**src/rtl/ric_pkg.sv**
```systemverilog
package ric_pkg;

  // ****************************************
  // register map
  // ****************************************
  localparam logic [10:0] ADDR_PIN_A_MASK_LOW     = 11'h3c7;
  localparam logic [10:0] ADDR_PIN_A_MASK_HIGH    = 11'h3c8;
  localparam logic [10:0] ADDR_PIN_B_MASK_LOW     = 11'h3c9;
  localparam logic [10:0] ADDR_PIN_B_MASK_HIGH    = 11'h3ca;
  localparam logic [10:0] ADDR_EVENT_SOURCE_LOW   = 11'h3cb;
  localparam logic [10:0] ADDR_EVENT_SOURCE_HIGH  = 11'h3cc;

  // ****************************************
  // low source field positions
  // ****************************************
  localparam int BIT_CHIP_READY       = 1;
  localparam int BIT_TIMER_TIMEOUT    = 2;
  localparam int BIT_CONTROLLER_READY = 3;
  localparam int BIT_POWER_ON_RESET   = 4;
  localparam int BIT_BATTERY_ALERT    = 5;

  // ****************************************
  // high source field positions
  // ****************************************
  localparam int BIT_ASSESS_DONE      = 0;
  localparam int BIT_DELIM_DETECTED   = 1;
  localparam int BIT_DELIM_SENT       = 2;
  localparam int BIT_PACKET_RECEIVED  = 3;
  localparam int BIT_PACKET_SENT      = 4;

  // ****************************************
  // implemented bits and reset values
  // ****************************************
  localparam logic [7:0] LOW_IMPL_MASK    = 8'h3e;
  localparam logic [7:0] HIGH_IMPL_MASK   = 8'h1f;
  localparam logic [7:0] MASK_LOW_RESET   = 8'h02;
  localparam logic [7:0] MASK_HIGH_RESET  = 8'h00;
  localparam logic [7:0] SRC_LOW_POWERUP  = 8'h1c;
  localparam logic [7:0] SRC_HIGH_RESET   = 8'h00;

  // ****************************************
  // carriers
  // ****************************************
  typedef struct packed {
    logic packet_sent;
    logic packet_received;
    logic delim_sent;
    logic delim_detected;
    logic assess_done;
    logic battery_low;
    logic controller_idle_flag;
    logic timer_zero;
    logic spi_ready_flag;
    logic packet_mode;
    logic receive_state;
    logic fcs_valid;
    logic assess_cmd_active;
    logic battery_mon_enabled;
  } ric_events_type;

  typedef struct packed {
    logic        wr;
    logic        rd;
    logic [10:0] addr;
    logic [7:0]  wdata;
  } ric_reg_req_type;

endpackage

```
**src/rtl/ric_pin_drive.sv**
```systemverilog
`timescale 1ns/100ps
// ****************************************
// one interrupt pin: mask, drive, tristate
// ****************************************
module ric_pin_drive #(
  parameter int WIDTH = 16
) (
  // clock and reset
  input  wire logic             clk_sys_i,
  input  wire logic             sys_rst_i,
  // sources and masks
  input  wire logic [WIDTH-1:0] pending_i,
  input  wire logic [WIDTH-1:0] enable_i,
  // overrides
  input  wire logic             sleep_i,
  input  wire logic             override_i,
  input  wire logic             override_val_i,
  // pin
  output logic                  pin_o,
  output logic                  pin_oe_o,
  output logic                  active_o
);

  // refuse widths that the reduction cannot serve
  if (WIDTH < 1) begin : g_width_check
    $error("width must be positive");
  end

  logic next_active;

  // any pending source with its enable set
  always_comb begin
    next_active = |(pending_i & enable_i);
  end

  // registered pin level and enable
  always_ff @(posedge clk_sys_i) begin
    if (sys_rst_i) begin
      pin_o    <= 1'b0;
      pin_oe_o <= 1'b0;
      active_o <= 1'b0;
    end else begin
      active_o <= next_active & ~override_i;
      pin_oe_o <= ~sleep_i;
      if (sleep_i) begin
        pin_o <= 1'b0;
      end else if (override_i) begin
        pin_o <= override_val_i;
      end else begin
        pin_o <= next_active;
      end
    end
  end

endmodule

```
**src/rtl/ric_top.sv**
```systemverilog
`timescale 1ns/100ps
module ric_top
  import ric_pkg::*;
(
  // clock and reset
  input  wire logic                     clk_sys_i,
  input  wire logic                     sys_rst_i,
  // register access
  input  wire ric_pkg::ric_reg_req_type reg_req_i,
  output logic [7:0]                    reg_rdata_o,
  output logic                          reg_rvalid_o,
  // event sources
  input  wire ric_pkg::ric_events_type  events_i,
  // power and mode
  input  wire logic                     sleep_i,
  input  wire logic                     serial_stream_mode_i,
  input  wire logic                     frame_sync_i,
  // pins
  output logic                          first_int_pin_o,
  output logic                          first_int_pin_oe_o,
  output logic                          second_int_pin_o,
  output logic                          second_int_pin_oe_o,
  // status word
  output logic                          irq_pending_o
);

  import ric_pkg::*;

  // ****************************************
  // storage
  // ****************************************
  logic [7:0] pin_a_mask_low;
  logic [7:0] pin_a_mask_high;
  logic [7:0] pin_b_mask_low;
  logic [7:0] pin_b_mask_high;
  logic [7:0] event_source_low;
  logic [7:0] event_source_high;
  logic       sleep_q;
  logic       ctrl_idle_q;
  logic       spi_ready_q;
  logic       woke_q;
  logic       wake_edge;
  logic [7:0] set_low;
  logic [7:0] set_high;
  logic [7:0] clr_low;
  logic [7:0] clr_high;
  logic       a_active;
  logic       b_active;

  // ****************************************
  // event detection
  // ****************************************

  // previous levels for edge detection and wake tracking
  always_ff @(posedge clk_sys_i) begin
    if (sys_rst_i) begin
      sleep_q     <= 1'b0;
      ctrl_idle_q <= 1'b0;
      spi_ready_q <= 1'b0;
    end else begin
      sleep_q     <= sleep_i;
      ctrl_idle_q <= events_i.controller_idle_flag;
      spi_ready_q <= events_i.spi_ready_flag;
    end
  end

  assign wake_edge = sleep_q & ~sleep_i;

  // armed by power-on or wake until spi-ready rises
  always_ff @(posedge clk_sys_i) begin
    if (sys_rst_i) begin
      woke_q <= 1'b1;
    end else if (wake_edge) begin
      woke_q <= 1'b1;
    end else if (events_i.spi_ready_flag & ~spi_ready_q) begin
      woke_q <= 1'b0;
    end
  end

  // per-bit set requests
  always_comb begin
    set_low  = 8'h00;
    set_high = 8'h00;
    set_high[BIT_PACKET_SENT]     = events_i.packet_sent & events_i.packet_mode;
    set_high[BIT_PACKET_RECEIVED] = events_i.packet_received & events_i.packet_mode
                                    & events_i.fcs_valid;
    set_high[BIT_DELIM_SENT]      = events_i.delim_sent & events_i.packet_mode;
    set_high[BIT_DELIM_DETECTED]  = events_i.delim_detected & events_i.receive_state;
    set_high[BIT_ASSESS_DONE]     = events_i.assess_done & events_i.assess_cmd_active;
    set_low[BIT_BATTERY_ALERT]    = events_i.battery_low & events_i.battery_mon_enabled;
    set_low[BIT_CONTROLLER_READY] = events_i.controller_idle_flag & ~ctrl_idle_q;
    set_low[BIT_TIMER_TIMEOUT]    = events_i.timer_zero;
    set_low[BIT_CHIP_READY]       = woke_q & events_i.spi_ready_flag & ~spi_ready_q;
  end

  // write-one-to-clear requests
  always_comb begin
    clr_low  = 8'h00;
    clr_high = 8'h00;
    if (reg_req_i.wr && reg_req_i.addr == ADDR_EVENT_SOURCE_LOW) begin
      clr_low = reg_req_i.wdata;
    end
    if (reg_req_i.wr && reg_req_i.addr == ADDR_EVENT_SOURCE_HIGH) begin
      clr_high = reg_req_i.wdata;
    end
  end

  // ****************************************
  // source registers
  // ****************************************

  // sticky sources, set wins over clear
  always_ff @(posedge clk_sys_i) begin
    if (sys_rst_i) begin
      event_source_low  <= SRC_LOW_POWERUP;
      event_source_high <= SRC_HIGH_RESET;
    end else begin
      event_source_low  <= ((event_source_low & ~clr_low) | set_low)
                           & LOW_IMPL_MASK;
      event_source_high <= ((event_source_high & ~clr_high) | set_high)
                           & HIGH_IMPL_MASK;
    end
  end

  // ****************************************
  // mask registers
  // ****************************************

  // masks default on reset and on wake from sleep
  always_ff @(posedge clk_sys_i) begin
    if (sys_rst_i || wake_edge) begin
      pin_a_mask_low  <= MASK_LOW_RESET;
      pin_a_mask_high <= MASK_HIGH_RESET;
      pin_b_mask_low  <= MASK_LOW_RESET;
      pin_b_mask_high <= MASK_HIGH_RESET;
    end else if (reg_req_i.wr) begin
      unique case (reg_req_i.addr)
        ADDR_PIN_A_MASK_LOW:  pin_a_mask_low  <= reg_req_i.wdata;
        ADDR_PIN_A_MASK_HIGH: pin_a_mask_high <= reg_req_i.wdata;
        ADDR_PIN_B_MASK_LOW:  pin_b_mask_low  <= reg_req_i.wdata;
        ADDR_PIN_B_MASK_HIGH: pin_b_mask_high <= reg_req_i.wdata;
        default: ;
      endcase
    end
  end

  // ****************************************
  // read path
  // ****************************************

  // one-cycle read answer, unmapped reads zero
  always_ff @(posedge clk_sys_i) begin
    if (sys_rst_i) begin
      reg_rdata_o  <= 8'h00;
      reg_rvalid_o <= 1'b0;
    end else begin
      reg_rvalid_o <= reg_req_i.rd;
      if (reg_req_i.rd) begin
        unique case (reg_req_i.addr)
          ADDR_PIN_A_MASK_LOW:    reg_rdata_o <= pin_a_mask_low;
          ADDR_PIN_A_MASK_HIGH:   reg_rdata_o <= pin_a_mask_high;
          ADDR_PIN_B_MASK_LOW:    reg_rdata_o <= pin_b_mask_low;
          ADDR_PIN_B_MASK_HIGH:   reg_rdata_o <= pin_b_mask_high;
          ADDR_EVENT_SOURCE_LOW:  reg_rdata_o <= event_source_low;
          ADDR_EVENT_SOURCE_HIGH: reg_rdata_o <= event_source_high;
          default:                reg_rdata_o <= 8'h00;
        endcase
      end
    end
  end

  // ****************************************
  // pins
  // ****************************************

  ric_pin_drive #(
    .WIDTH (16)
  ) u_pin_a (
    .clk_sys_i      (clk_sys_i),
    .sys_rst_i      (sys_rst_i),
    .pending_i      ({event_source_high, event_source_low}),
    .enable_i       ({pin_a_mask_high, pin_a_mask_low}),
    .sleep_i        (sleep_i),
    .override_i     (1'b0),
    .override_val_i (1'b0),
    .pin_o          (first_int_pin_o),
    .pin_oe_o       (first_int_pin_oe_o),
    .active_o       (a_active)
  );

  ric_pin_drive #(
    .WIDTH (16)
  ) u_pin_b (
    .clk_sys_i      (clk_sys_i),
    .sys_rst_i      (sys_rst_i),
    .pending_i      ({event_source_high, event_source_low}),
    .enable_i       ({pin_b_mask_high, pin_b_mask_low}),
    .sleep_i        (sleep_i),
    .override_i     (serial_stream_mode_i),
    .override_val_i (frame_sync_i),
    .pin_o          (second_int_pin_o),
    .pin_oe_o       (second_int_pin_oe_o),
    .active_o       (b_active)
  );

  // status word pending flag
  always_ff @(posedge clk_sys_i) begin
    if (sys_rst_i) begin
      irq_pending_o <= 1'b0;
    end else begin
      irq_pending_o <= a_active | b_active;
    end
  end

endmodule
```
**config.mk**
```make
export PLATFORM = sky130hd
export DESIGN_NAME = ric_top
export DESIGN_NICKNAME = d
export VERILOG_FILES = /design/src/rtl/ric_pkg.sv /design/src/rtl/ric_pin_drive.sv /design/src/rtl/ric_top.sv
export SDC_FILE = /design/constraint.sdc
export NUM_CORES = 1
export LEC_CHECK = 0
export ABC_AREA = 1
export ABC_CLOCK_PERIOD_IN_PS = 1600
export BUFFER_PORTS_ARGS = -buffer_cell sky130_fd_sc_hd__buf_2
export CAP_MARGIN = 20
export CORE_ASPECT_RATIO = 1.1
export CORE_UTILIZATION = 33
export CTS_CLUSTER_SIZE = 30
export DETAILED_ROUTE_END_ITERATION = 10
export GPL_ROUTABILITY_DRIVEN = 0
export GPL_TIMING_DRIVEN = 1
export PLACE_DENSITY = 0.48
export SLEW_MARGIN = 30
export SYNTH_ARGS = -nofsm -noshare
export SYNTH_HDL_FRONTEND = slang
export SYNTH_SLANG_ARGS = --single-unit
```
**constraint.sdc**
```tcl
create_clock -name clk_sys_i -period 1.6 [get_ports clk_sys_i]
set_input_delay 0.24 -clock clk_sys_i [delete_from_list [all_inputs] [get_ports clk_sys_i]]
set_output_delay 0.24 -clock clk_sys_i [all_outputs]
set_load 0.03 [all_outputs]
```
==> results.md, run 1 <==
- Of the total power, the clock network draws 0.439.
- After global routing the overflow that remains totals 0.
- The internal power consumption is between 2 and 2.5 mW.
- The category of cells accounting for the largest share of critical-path delay is simple AND/OR/NAND/NOR gates.
- For the final routed database, the setup TNS stands at 0 ns.
- Detailed routing inserted a total of 2562 vias.
- Buffers added to address setup during post-CTS repair amount to 0.
- In this run the worst path has a maximum fanout of 3.
- For this run, asynchronously set or reset flops after synthesis account for 0.
- The number of warnings issued by yosys is 0.
- The endpoint required time on the critical path is 1.81 ns.
- The level count of the clock H-tree is 3.
- In this run the tightest slew margin relative to its limit is 0.6725.
- The worst setup path is launched from a register.
- Overall power consumption after layout is estimated at around 3.3 mW.
- The tree built by TritonCTS fans out to 61 sinks.
- The share of layout cells above drive strength 1 is 0.2299.
- For this design the ratio of total power to cell area is roughly 970 mW/mm^2.
- The number of placement rows is 34.
- The cell area after synthesis is around 0.0027 mm^2.
- The die covers ~0.0085 mm^2.
- The floorplan step set the die width to slightly below 90 um.
- The y dimension of the die is around 97 um.
- The busiest metal layer after global routing is met1.
- The net switching power figure is 776.6 uW.
- After the first detailed-routing iteration, the DRC count stood at 116.
- The met1 track utilization from global routing is 0.2721.
- The net count reported at finish is 470.
- TritonCTS created 9 clock buffers.
- The total detailed-routing wirelength is between 7000 and 8000 um.
- Summed over all nets, the half-perimeter wirelength after detailed placement is around 5500 um.
- The clock reaches the later pin of the worst-skew pair after around 0.34 ns.
- For this run, the total global-route usage over all layers was measured as 0.1860.
- Synthesis produced around 360 cells.
- The actual slew at the worst max-slew pin is just under 0.5 ns.
- The number of vias per cell is around 4.7.
- In this run the static leakage power is around 1.5 nW.
- Of the total power, registers draw 0.479.
- The setup-violating endpoint count in the final report is 0.
- Counting along the longest clock path gives a buffer depth of 2.
- The count of buffers added on input and output ports is 53.
- The cell at the slowest stage of the critical path is sky130_fd_sc_hd__nor4_1.
- The switching fraction of total power is 0.2376.
- The clock arrives with 0.008172 ns of skew.
- Counting flops with a built-in enable in the synthesized netlist gives 0.
- The number of top-level design ports is 54.
- The pin count of the biggest net entering global routing is 34.
- The clock tree from TritonCTS is yes.
- The post-synthesis sequential area ratio is 0.4527.
- The number of antenna violations at the first check in global routing is 0.
- Data on the critical path arrives at its endpoint at 1.42 ns.
- The average routed wire per standard cell is between 10 and 15 um.
- In this design, the stage delay of the slowest critical-path cell is 0.44 ns.
- The remaining antenna violation count is 0.
- The setup slack after placement is roughly 0.083 ns.
- The first-pass iteration count of the detailed router is 6.
- The antenna diode count is 0.
- The worst setup path is captured at a register.
- In the global route stage, met3 resource usage came out at 0.02645.
- Max-cap violations in this run came to 0.
- The critical path is of the reg -> reg type.
- The worst-case IR drop observed on VDD is roughly 430 uV.
- The post-route minimum period is ~1.2 ns.
- After clock tree synthesis, the clock-pin slew on the worst setup and hold paths is 0.07 ns.
- The most used flip-flop cell after synthesis is sky130_fd_sc_hd__dfxtp_1.
- The initial core utilization is 0.3409.
- Of the available clock period, the critical path in the final layout requires 0.7584.
- Derived from the worst setup path, the maximum achievable clock frequency is 0.8241 GHz.
- In this run the clock root is driven by a sky130_fd_sc_hd__clkbuf_8.
- The number of hold buffers added after CTS was 0.
- The count of cells resized by post-cts repair is 0.
- The mean instance size in the synthesized netlist is between 7 and 8 um^2.
- The critical path goes through inv_1 > o22ai_1 > nor4_1 > a21oi_1.
- The wire length of the first global-routing pass is between 10000 and 15000 um.
- The worst hold path belongs to the class in -> reg.
- After detailed routing, the number of remaining DRC violations is 0.
- Counting both buffers and inverters, the worst setup path holds a total of 1.
- The core region is just under 0.008 mm^2.
- The flow ran to the end, and the final reports show no timing, DRC or antenna violations.
- Compared with the post-synthesis result, the final layout area differs by 25.51%.
- The final number of max-transition violations is 0.
- Counting flops and latches in the post-synthesis netlist gives a little over 60.
- The share of total power in combinational logic is 0.082.
- Setup repair after global routing left no endpoint under its margin.
- The number of global-route vias before repair is ~2300.
- The net count of the mapped netlist is 404.
- In the global route stage, met2 resource usage came out at 0.2657.
- Once routing completed, OpenROAD measured the worst setup slack at roughly 0.39 ns.
- The count of unique library cells instantiated by Yosys is 30.
- The number of failing hold endpoints at the final stage is 0.
==> cell usage in the layout (no fill, tap or decap), types with 2 or more instances in the layout <==
master	instances
sky130_fd_sc_hd__nor2_1	25
sky130_fd_sc_hd__buf_2	53
sky130_fd_sc_hd__inv_1	56
sky130_fd_sc_hd__clkbuf_8	12
sky130_fd_sc_hd__nor3_1	5
sky130_fd_sc_hd__o21bai_1	2
sky130_fd_sc_hd__o21ai_1	11
sky130_fd_sc_hd__buf_12	3
sky130_fd_sc_hd__o211ai_1	2
sky130_fd_sc_hd__dfxtp_1	61
sky130_fd_sc_hd__buf_4	11
sky130_fd_sc_hd__nand2_1	45
sky130_fd_sc_hd__a21oi_1	48
sky130_fd_sc_hd__o22ai_1	8
sky130_fd_sc_hd__nand2_2	5
sky130_fd_sc_hd__inv_2	2
sky130_fd_sc_hd__nor2_4	3
sky130_fd_sc_hd__nand4_1	3
sky130_fd_sc_hd__nor2_2	2
sky130_fd_sc_hd__o21ai_0	42
sky130_fd_sc_hd__nand3_2	3
sky130_fd_sc_hd__nand3_1	21
==> metal layers <==
| layer | vias to the layer above | wire, um |
|---|---|---|
| met3 | 10 | 376 |
| met2 | 65 | 3221 |
| met4 | 0 | 146 |
| met5 | - | 0 |
| li1 | 1338 | - |
| met1 | 1149 | 3696 |
==> layout make-up <==
class	count	area [um^2]
clock buffers	13	168.9
clock inverters	3	42.54
flip-flops and latches	61	1221
well taps	108	135.1
fillers	863	4527
multi-input cells	232	1189
repair buffers	67	407.9
inverters	59	221.5
==> cells in the mapped netlist (2+ instances only) <==
cell	n	area share
sky130_fd_sc_hd__o211ai_1	2	0.0056
sky130_fd_sc_hd__clkbuf_1	4	0.0056
sky130_fd_sc_hd__nand2_1	45	0.063
sky130_fd_sc_hd__nor2_2	2	0.0046
sky130_fd_sc_hd__o21ai_0	42	0.078
sky130_fd_sc_hd__inv_2	2	0.0028
sky130_fd_sc_hd__a21oi_1	48	0.089
sky130_fd_sc_hd__inv_1	56	0.078
sky130_fd_sc_hd__nand3_2	3	0.011
sky130_fd_sc_hd__buf_2	5	0.0093
sky130_fd_sc_hd__nor3_1	5	0.0093
sky130_fd_sc_hd__o22ai_1	8	0.019
sky130_fd_sc_hd__nand2_2	5	0.012
sky130_fd_sc_hd__nor2_4	3	0.013
sky130_fd_sc_hd__nor2_1	25	0.035
sky130_fd_sc_hd__buf_4	2	0.0056
sky130_fd_sc_hd__o21bai_1	2	0.0056
sky130_fd_sc_hd__nand3_1	21	0.039
sky130_fd_sc_hd__dfxtp_1	61	0.45
sky130_fd_sc_hd__nand4_1	3	0.0070
sky130_fd_sc_hd__o21ai_1	11	0.020
==> power groups by stage <==
stage | Combinational, mW | Sequential (mW) | Clock, mW
after global placement | 0.267 | 1.60 | 0
after global routing | 0.302 | 1.57 | 1.54
after detailed placement | 0.269 | 1.60 | 0
after CTS | 0.271 | 1.57 | 1.47
final | 0.268 | 1.57 | 1.43
after floorplan | 0.124 | 1.62 | 0
==> worst register-to-register path: stages, from the launching register on <==
cell	delay [ns]
sky130_fd_sc_hd__dfxtp_1	0.31
sky130_fd_sc_hd__inv_1	0.11
sky130_fd_sc_hd__o22ai_1	0.10
sky130_fd_sc_hd__nor4_1	0.44
sky130_fd_sc_hd__a21oi_1	0.13
==> sequential cells by signal, summed over array words and instances, names as in the netlist, 5 cells and up <==
| signal | count |
|---|---|
| pin_a_mask_high | 8 |
| pin_a_mask_low | 8 |
| pin_b_mask_high | 8 |
| pin_b_mask_low | 8 |
| reg_rdata_o | 8 |
| event_source_high | 5 |
| event_source_low | 5 |
==> metrics by stage <==
step                instances  instance area [um^2]    util  hold slack [ns]
floorplan                 364                  2698       -           0.3180
global placement          527                  3174  0.4012           0.4215
detailed placement        527                  3174  0.4012           0.4253
CTS                       543                  3386  0.4279          0.07170
global route              543                  3386  0.4279          0.08321
finish                    543                  3386  0.4279          0.08181
==> path summary, 6_finish.rpt <==
| path | cells after the start | slack, ns | endpoint | from |
|---|---|---|---|---|
| max | 4 | 0.39 | u_pin_a.pin_o | event_source_low[3] |
| min | 2 | 0.08 | u_pin_a.pin_oe_o | sleep_i |
| max reg2reg | 4 | 0.39 | u_pin_a.pin_o | event_source_low[3] |
| min reg2reg | 2 | 0.44 | irq_pending_o | u_pin_a.active_o |
==> cells by family (layout without fill, tap and decap cells) <==
group / Yosys count / in the layout / synth area share
AOI/OAI and AO/OA: 117 / 117 / 0.2319
and+or+nand+nor: 115 / 115 / 0.2087
buffers and inverters: 71 / 142 / 0.1067
DFF: 61 / 61 / 0.4527
(Power assumes the default switching activity.)
==> run 2, diff against run 1 <==
- ABC_AREA: 1 -> 0
- ABC_CLOCK_PERIOD_IN_PS: 1600 -> 1050
- PLACE_DENSITY: 0.48 -> 0.5
- clock period: 1.6 -> 1.05 ns (I/O delays scaled with it)
==> run 2 against run 1 <==
- sequential power grew 52%
- routed wire length grew 5.3%
- maximum frequency grew 2.4%
- design area grew 17%
- clock power grew 48%
- sequential cell count is the same
- critical path type unchanged
- highest routed layer unchanged
- the run now ends with setup timing left
- count of clock-buffer cells in the layout shrank 4
- first-iteration DRC count grew 3.4%
==> results.md, run 2 <==
- From synthesis to final layout, the design area changed by 49.43%.
- The number of global-route vias before repair is 2314 (-1.1%).
- The post-route worst setup slack is -0.1349 ns (-0.5214 ns).
- The standby leakage power is 1.856 nW (+28%).
- The origin of the critical flop-to-flop path is event_source_low[3].
- The clock transition at the registers of the reported paths is 0.08 ns (about the same).
- The estimated wirelength of the detail-placed design is 5642 um (+1.9%).
- The top achievable clock speed is 0.8440 GHz (+2.4%).
- The count of vias placed by the detailed router is 2463 (-3.9%).
- The share of flip-flops with an asynchronous set or reset after synthesis is 0 (unchanged).
- The y dimension of the die is 96.03 um (-0.82%).
- The antenna diode count is 0 (unchanged).
- The cell sitting at the root of the clock tree is a sky130_fd_sc_hd__clkbuf_8.
- The wire length of the first global-routing pass is 12350 um (+3.7%).
- By count the netlist is led by 61 x sky130_fd_sc_hd__dfxtp_1, 37 x sky130_fd_sc_hd__nor2_1, 33 x sky130_fd_sc_hd__mux2i_1, 24 x sky130_fd_sc_hd__nand2_1, 17 x sky130_fd_sc_hd__o21ai_0.
- The filler cell count came to 702 (-19%).
- The remaining antenna violation count is 0 (unchanged).
- The largest driver fanout on the critical path is 2 (-1).
- The setup slack after placement is -0.5577 ns (-0.6409 ns).
- The setup total negative slack was -0.6362 ns (-0.6362 ns).
- The average routed wire per standard cell is 15.86 um (+16%).
- The flow ran to the end, but the final reports show violations.
- Setup repair after global routing could not meet its margin everywhere.
- The total clock buffers created by CTS is 9 (unchanged).
- The cell area after synthesis is 0.002653 mm^2 (-1.7%).
- The overall fraction of global-route tracks in use is 0.2032 (+0.01728).
- The count of unique library cells instantiated by Yosys is 36 (+20%).
- The path with the worst hold slack has its endpoint at event_source_low[2].
- The mean instance size in the synthesized netlist is 9.646 um^2 (+30%).
- The level count of the clock H-tree was 3 (unchanged).
- The post-synthesis sequential element count came to 61 (unchanged).
- The sum of overflow across all layers after global routing is 0 (unchanged).
- The worst setup slack for register-to-register paths is -0.13 ns (-0.52 ns).
- The width of the chip is 87.48 um (-0.82%).
- The actual slew at the worst max-slew pin is 0.5388 ns (+0.05200 ns).
- The number of top-level design ports is 54 (unchanged).
- The post-synthesis sequential area ratio is 0.4604 (+0.007687).
- The clock sink total is 61 (unchanged).
- For this run, the leading register cell type out of synthesis is sky130_fd_sc_hd__dfxtp_1.
- The initial core utilization is 0.3473 (+0.006333).
- The share of layout cells above drive strength 1 is 0.4499 (+0.2200).
- The most frequent cell after synthesis is sky130_fd_sc_hd__dfxtp_1.
- The number of buffers added on ports was 53 (unchanged).
- In the layout the commonest cells are 55 x sky130_fd_sc_hd__buf_4, 47 x sky130_fd_sc_hd__dfxtp_1, 37 x sky130_fd_sc_hd__nor2_1, 37 x sky130_fd_sc_hd__buf_2, 31 x sky130_fd_sc_hd__mux2i_1.
- In this run the top signal layer used is met4.
- The worst hold path begins at events_i[6].
- The critical path endpoint category is a register.
- The power density of the placed cells is 1266 mW/mm^2 (+31%).
- After synthesis, the cell types taking the most area are sky130_fd_sc_hd__dfxtp_1 46%, sky130_fd_sc_hd__mux2i_1 12%, sky130_fd_sc_hd__nor2_1 5.2%.
- The worst max-slew margin expressed relative to the limit is 0.6401 (-0.03242).
- The net count reported at finish is 424 (-9.8%).
- The clock skew is 0.01082 ns (+0.002651 ns).
- The number of failing hold endpoints at the final stage came to 0 (unchanged).
- The count of mapped cells out of synthesis is 275 (-24%).
- The maximum resistive drop on vdd is 621.9 uV (+46%).
- The detailed-route DRC error count is 0 (unchanged).
- The critical path data arrival time is 1.43 ns (about the same).
- The clock latency on the worst-skew pair is 0.35 ns (about the same).
- The worst setup path category is reg -> reg.
- The pin count of the biggest net entering global routing was 20 (-41%).
- The number of antenna violations at the first check in global routing is 0 (unchanged).
- The placeable core region is 0.007639 mm^2 (-3.5%).
- In this run the worst hold path is classified as in -> reg.
- The DRC marker count from the first detailed-route iteration is 120 (+3.4%).
- The worst setup path is launched from a register.
- The amount of wire on met3 after detailed routing is 288 um (-23%).
- The cell depth of the worst hold path is 2 (unchanged).
- The number of placement rows came to 33 (-2.9%).
- The total detailed-routing wirelength is 7833 um (+5.3%).
- The max-cap violation count is 0 (unchanged).
- The final number of max-transition violations is 0 (unchanged).
- The endpoint required time on the critical path was 1.30 ns (-0.51 ns).
- The post-route fraction of the period consumed by the critical path is 1.128 (+0.3701).
- The maximum buffer depth of the clock tree is 2 (unchanged).
- The cell accounting for the most synthesized area is sky130_fd_sc_hd__dfxtp_1.
- The final reports fail on setup timing.
- The post-route minimum period came to 1.185 ns (-0.02855 ns).
- The clock tree from TritonCTS is yes.
- The wire length on met2 is 3591 um (+11%).
- The endpoint identified for the worst register-to-register timing path is u_pin_b.pin_o.
- The met1 layer wirelength in the final routing is 3812 um (+3.1%).
- The number of warnings issued by yosys is 0 (unchanged).
- The count of flip-flops with a built-in enable after synthesis is 0 (unchanged).
- The first-pass iteration count of the detailed router is 4 (-2).
- The number of vias per cell is 4.986 (+5.7%).
- The fraction of synthesized cell area taken by the top area cell type is 0.4604 (+0.007687).
- The die footprint is 0.008401 mm^2 (-1.6%).
- The most common cell after layout, fill and taps aside is sky130_fd_sc_hd__buf_4.
- The number of cells on the worst reg-to-reg path came to 4 (unchanged).
- The net count of the mapped netlist is 315 (-22%).
- The setup-violating endpoint count in the final report is 9 (+9).
run 2: changes by cell type after synthesis, sizes merged, moves of 6 or more:
| cell | previous run | this run |
|---|---|---|
| nand3 | 25 | 6 |
| nor2 | 31 | 37 |
| o21ai | 53 | 17 |
| nand2 | 50 | 24 |
| a22oi | 0 | 14 |
| mux2i | 0 | 33 |
| a21oi | 48 | 10 |
| a22o | 1 | 7 |
| inv | 58 | 3 |
| o22ai | 8 | 0 |
run 2: area by class of cell:
class / count / area, um^2 / area share
clock buffers: 9 / 123.9 / 0.03125
clock inverters: 7 / 75.07 / 0.01894
inverters: 3 / 11.26 / 0.002841
multi-input cells: 196 / 1489 / 0.3756
flip-flops and latches: 61 / 1239 / 0.3125
well taps: 105 / 131.4 / 0.03314
repair buffers: 113 / 894.6 / 0.2257
run 2: power by group:
group	internal [mW]	total, mW	switching, mW
clock network	1.10	2.12	1.01
logic	0.256	0.519	0.263
registers	2.35	2.38	0.0299
total	3.71	5.02	1.31
run 2: worst max-delay path by stage:
stage,startpoint,endpoint,slack [ns],cells after the start
6_report,event_source_low[3],u_pin_b.pin_o,-0.13,4
5_1_grt,event_source_low[3],u_pin_b.pin_o,-0.19,4
4_1_cts,event_source_low[3],u_pin_b.pin_o,-0.13,4
3_5_place_dp,reg_req_i[18],event_source_low[3],-0.56,5
3_3_place_gp,reg_req_i[18],event_source_low[3],-0.53,5
2_1_floorplan,reg_req_i[13],pin_a_mask_high[0],-0.23,4
run 2: what timing repair did:
item                       4_1_cts  5_1_grt
setup endpoints to repair       43       34
hold buffers                     2        0
pin swaps                        6       16
resized for setup               28       49
hold endpoints to repair         2        0
buffers inserted                 3        5
run 2: stage by stage:
stage | cells | hold WS (ns) | util | cell area [um^2] | total power [mW]
finish | 494 | 0.009191 | 0.5189 | 3964 | 5.018
global route | 494 | 0.006637 | 0.5189 | 3964 | 5.207
detailed placement | 468 | 0.3446 | 0.4547 | 3473 | 2.892
global placement | 468 | 0.3430 | 0.4547 | 3473 | 2.887
floorplan | 275 | 0.2343 | - | 2723 | 2.634
CTS | 489 | 0.004556 | 0.4965 | 3792 | 5.021
run 2: logic make-up after synthesis:
kind of cell | after synthesis | share of synthesized area
compound gates | 59 | 0.1476
buf+inv | 18 | 0.03160
mux | 38 | 0.1500
flops | 61 | 0.4604
simple gates | 99 | 0.2104
run 2: layer usage:
layer  vias up  GRT usage
met5         -          0
met4         0    0.07104
met3        12    0.04803
met2        69     0.3255
met1      1165     0.2671
li1       1217          -
run 2: critical path, stage by stage, from the launching register on:
cell and delay, ns:
sky130_fd_sc_hd__dfxtp_2 0.33, sky130_fd_sc_hd__a22o_1 0.22, sky130_fd_sc_hd__a221oi_2 0.19, sky130_fd_sc_hd__and4_4 0.28, sky130_fd_sc_hd__a21oi_1 0.06
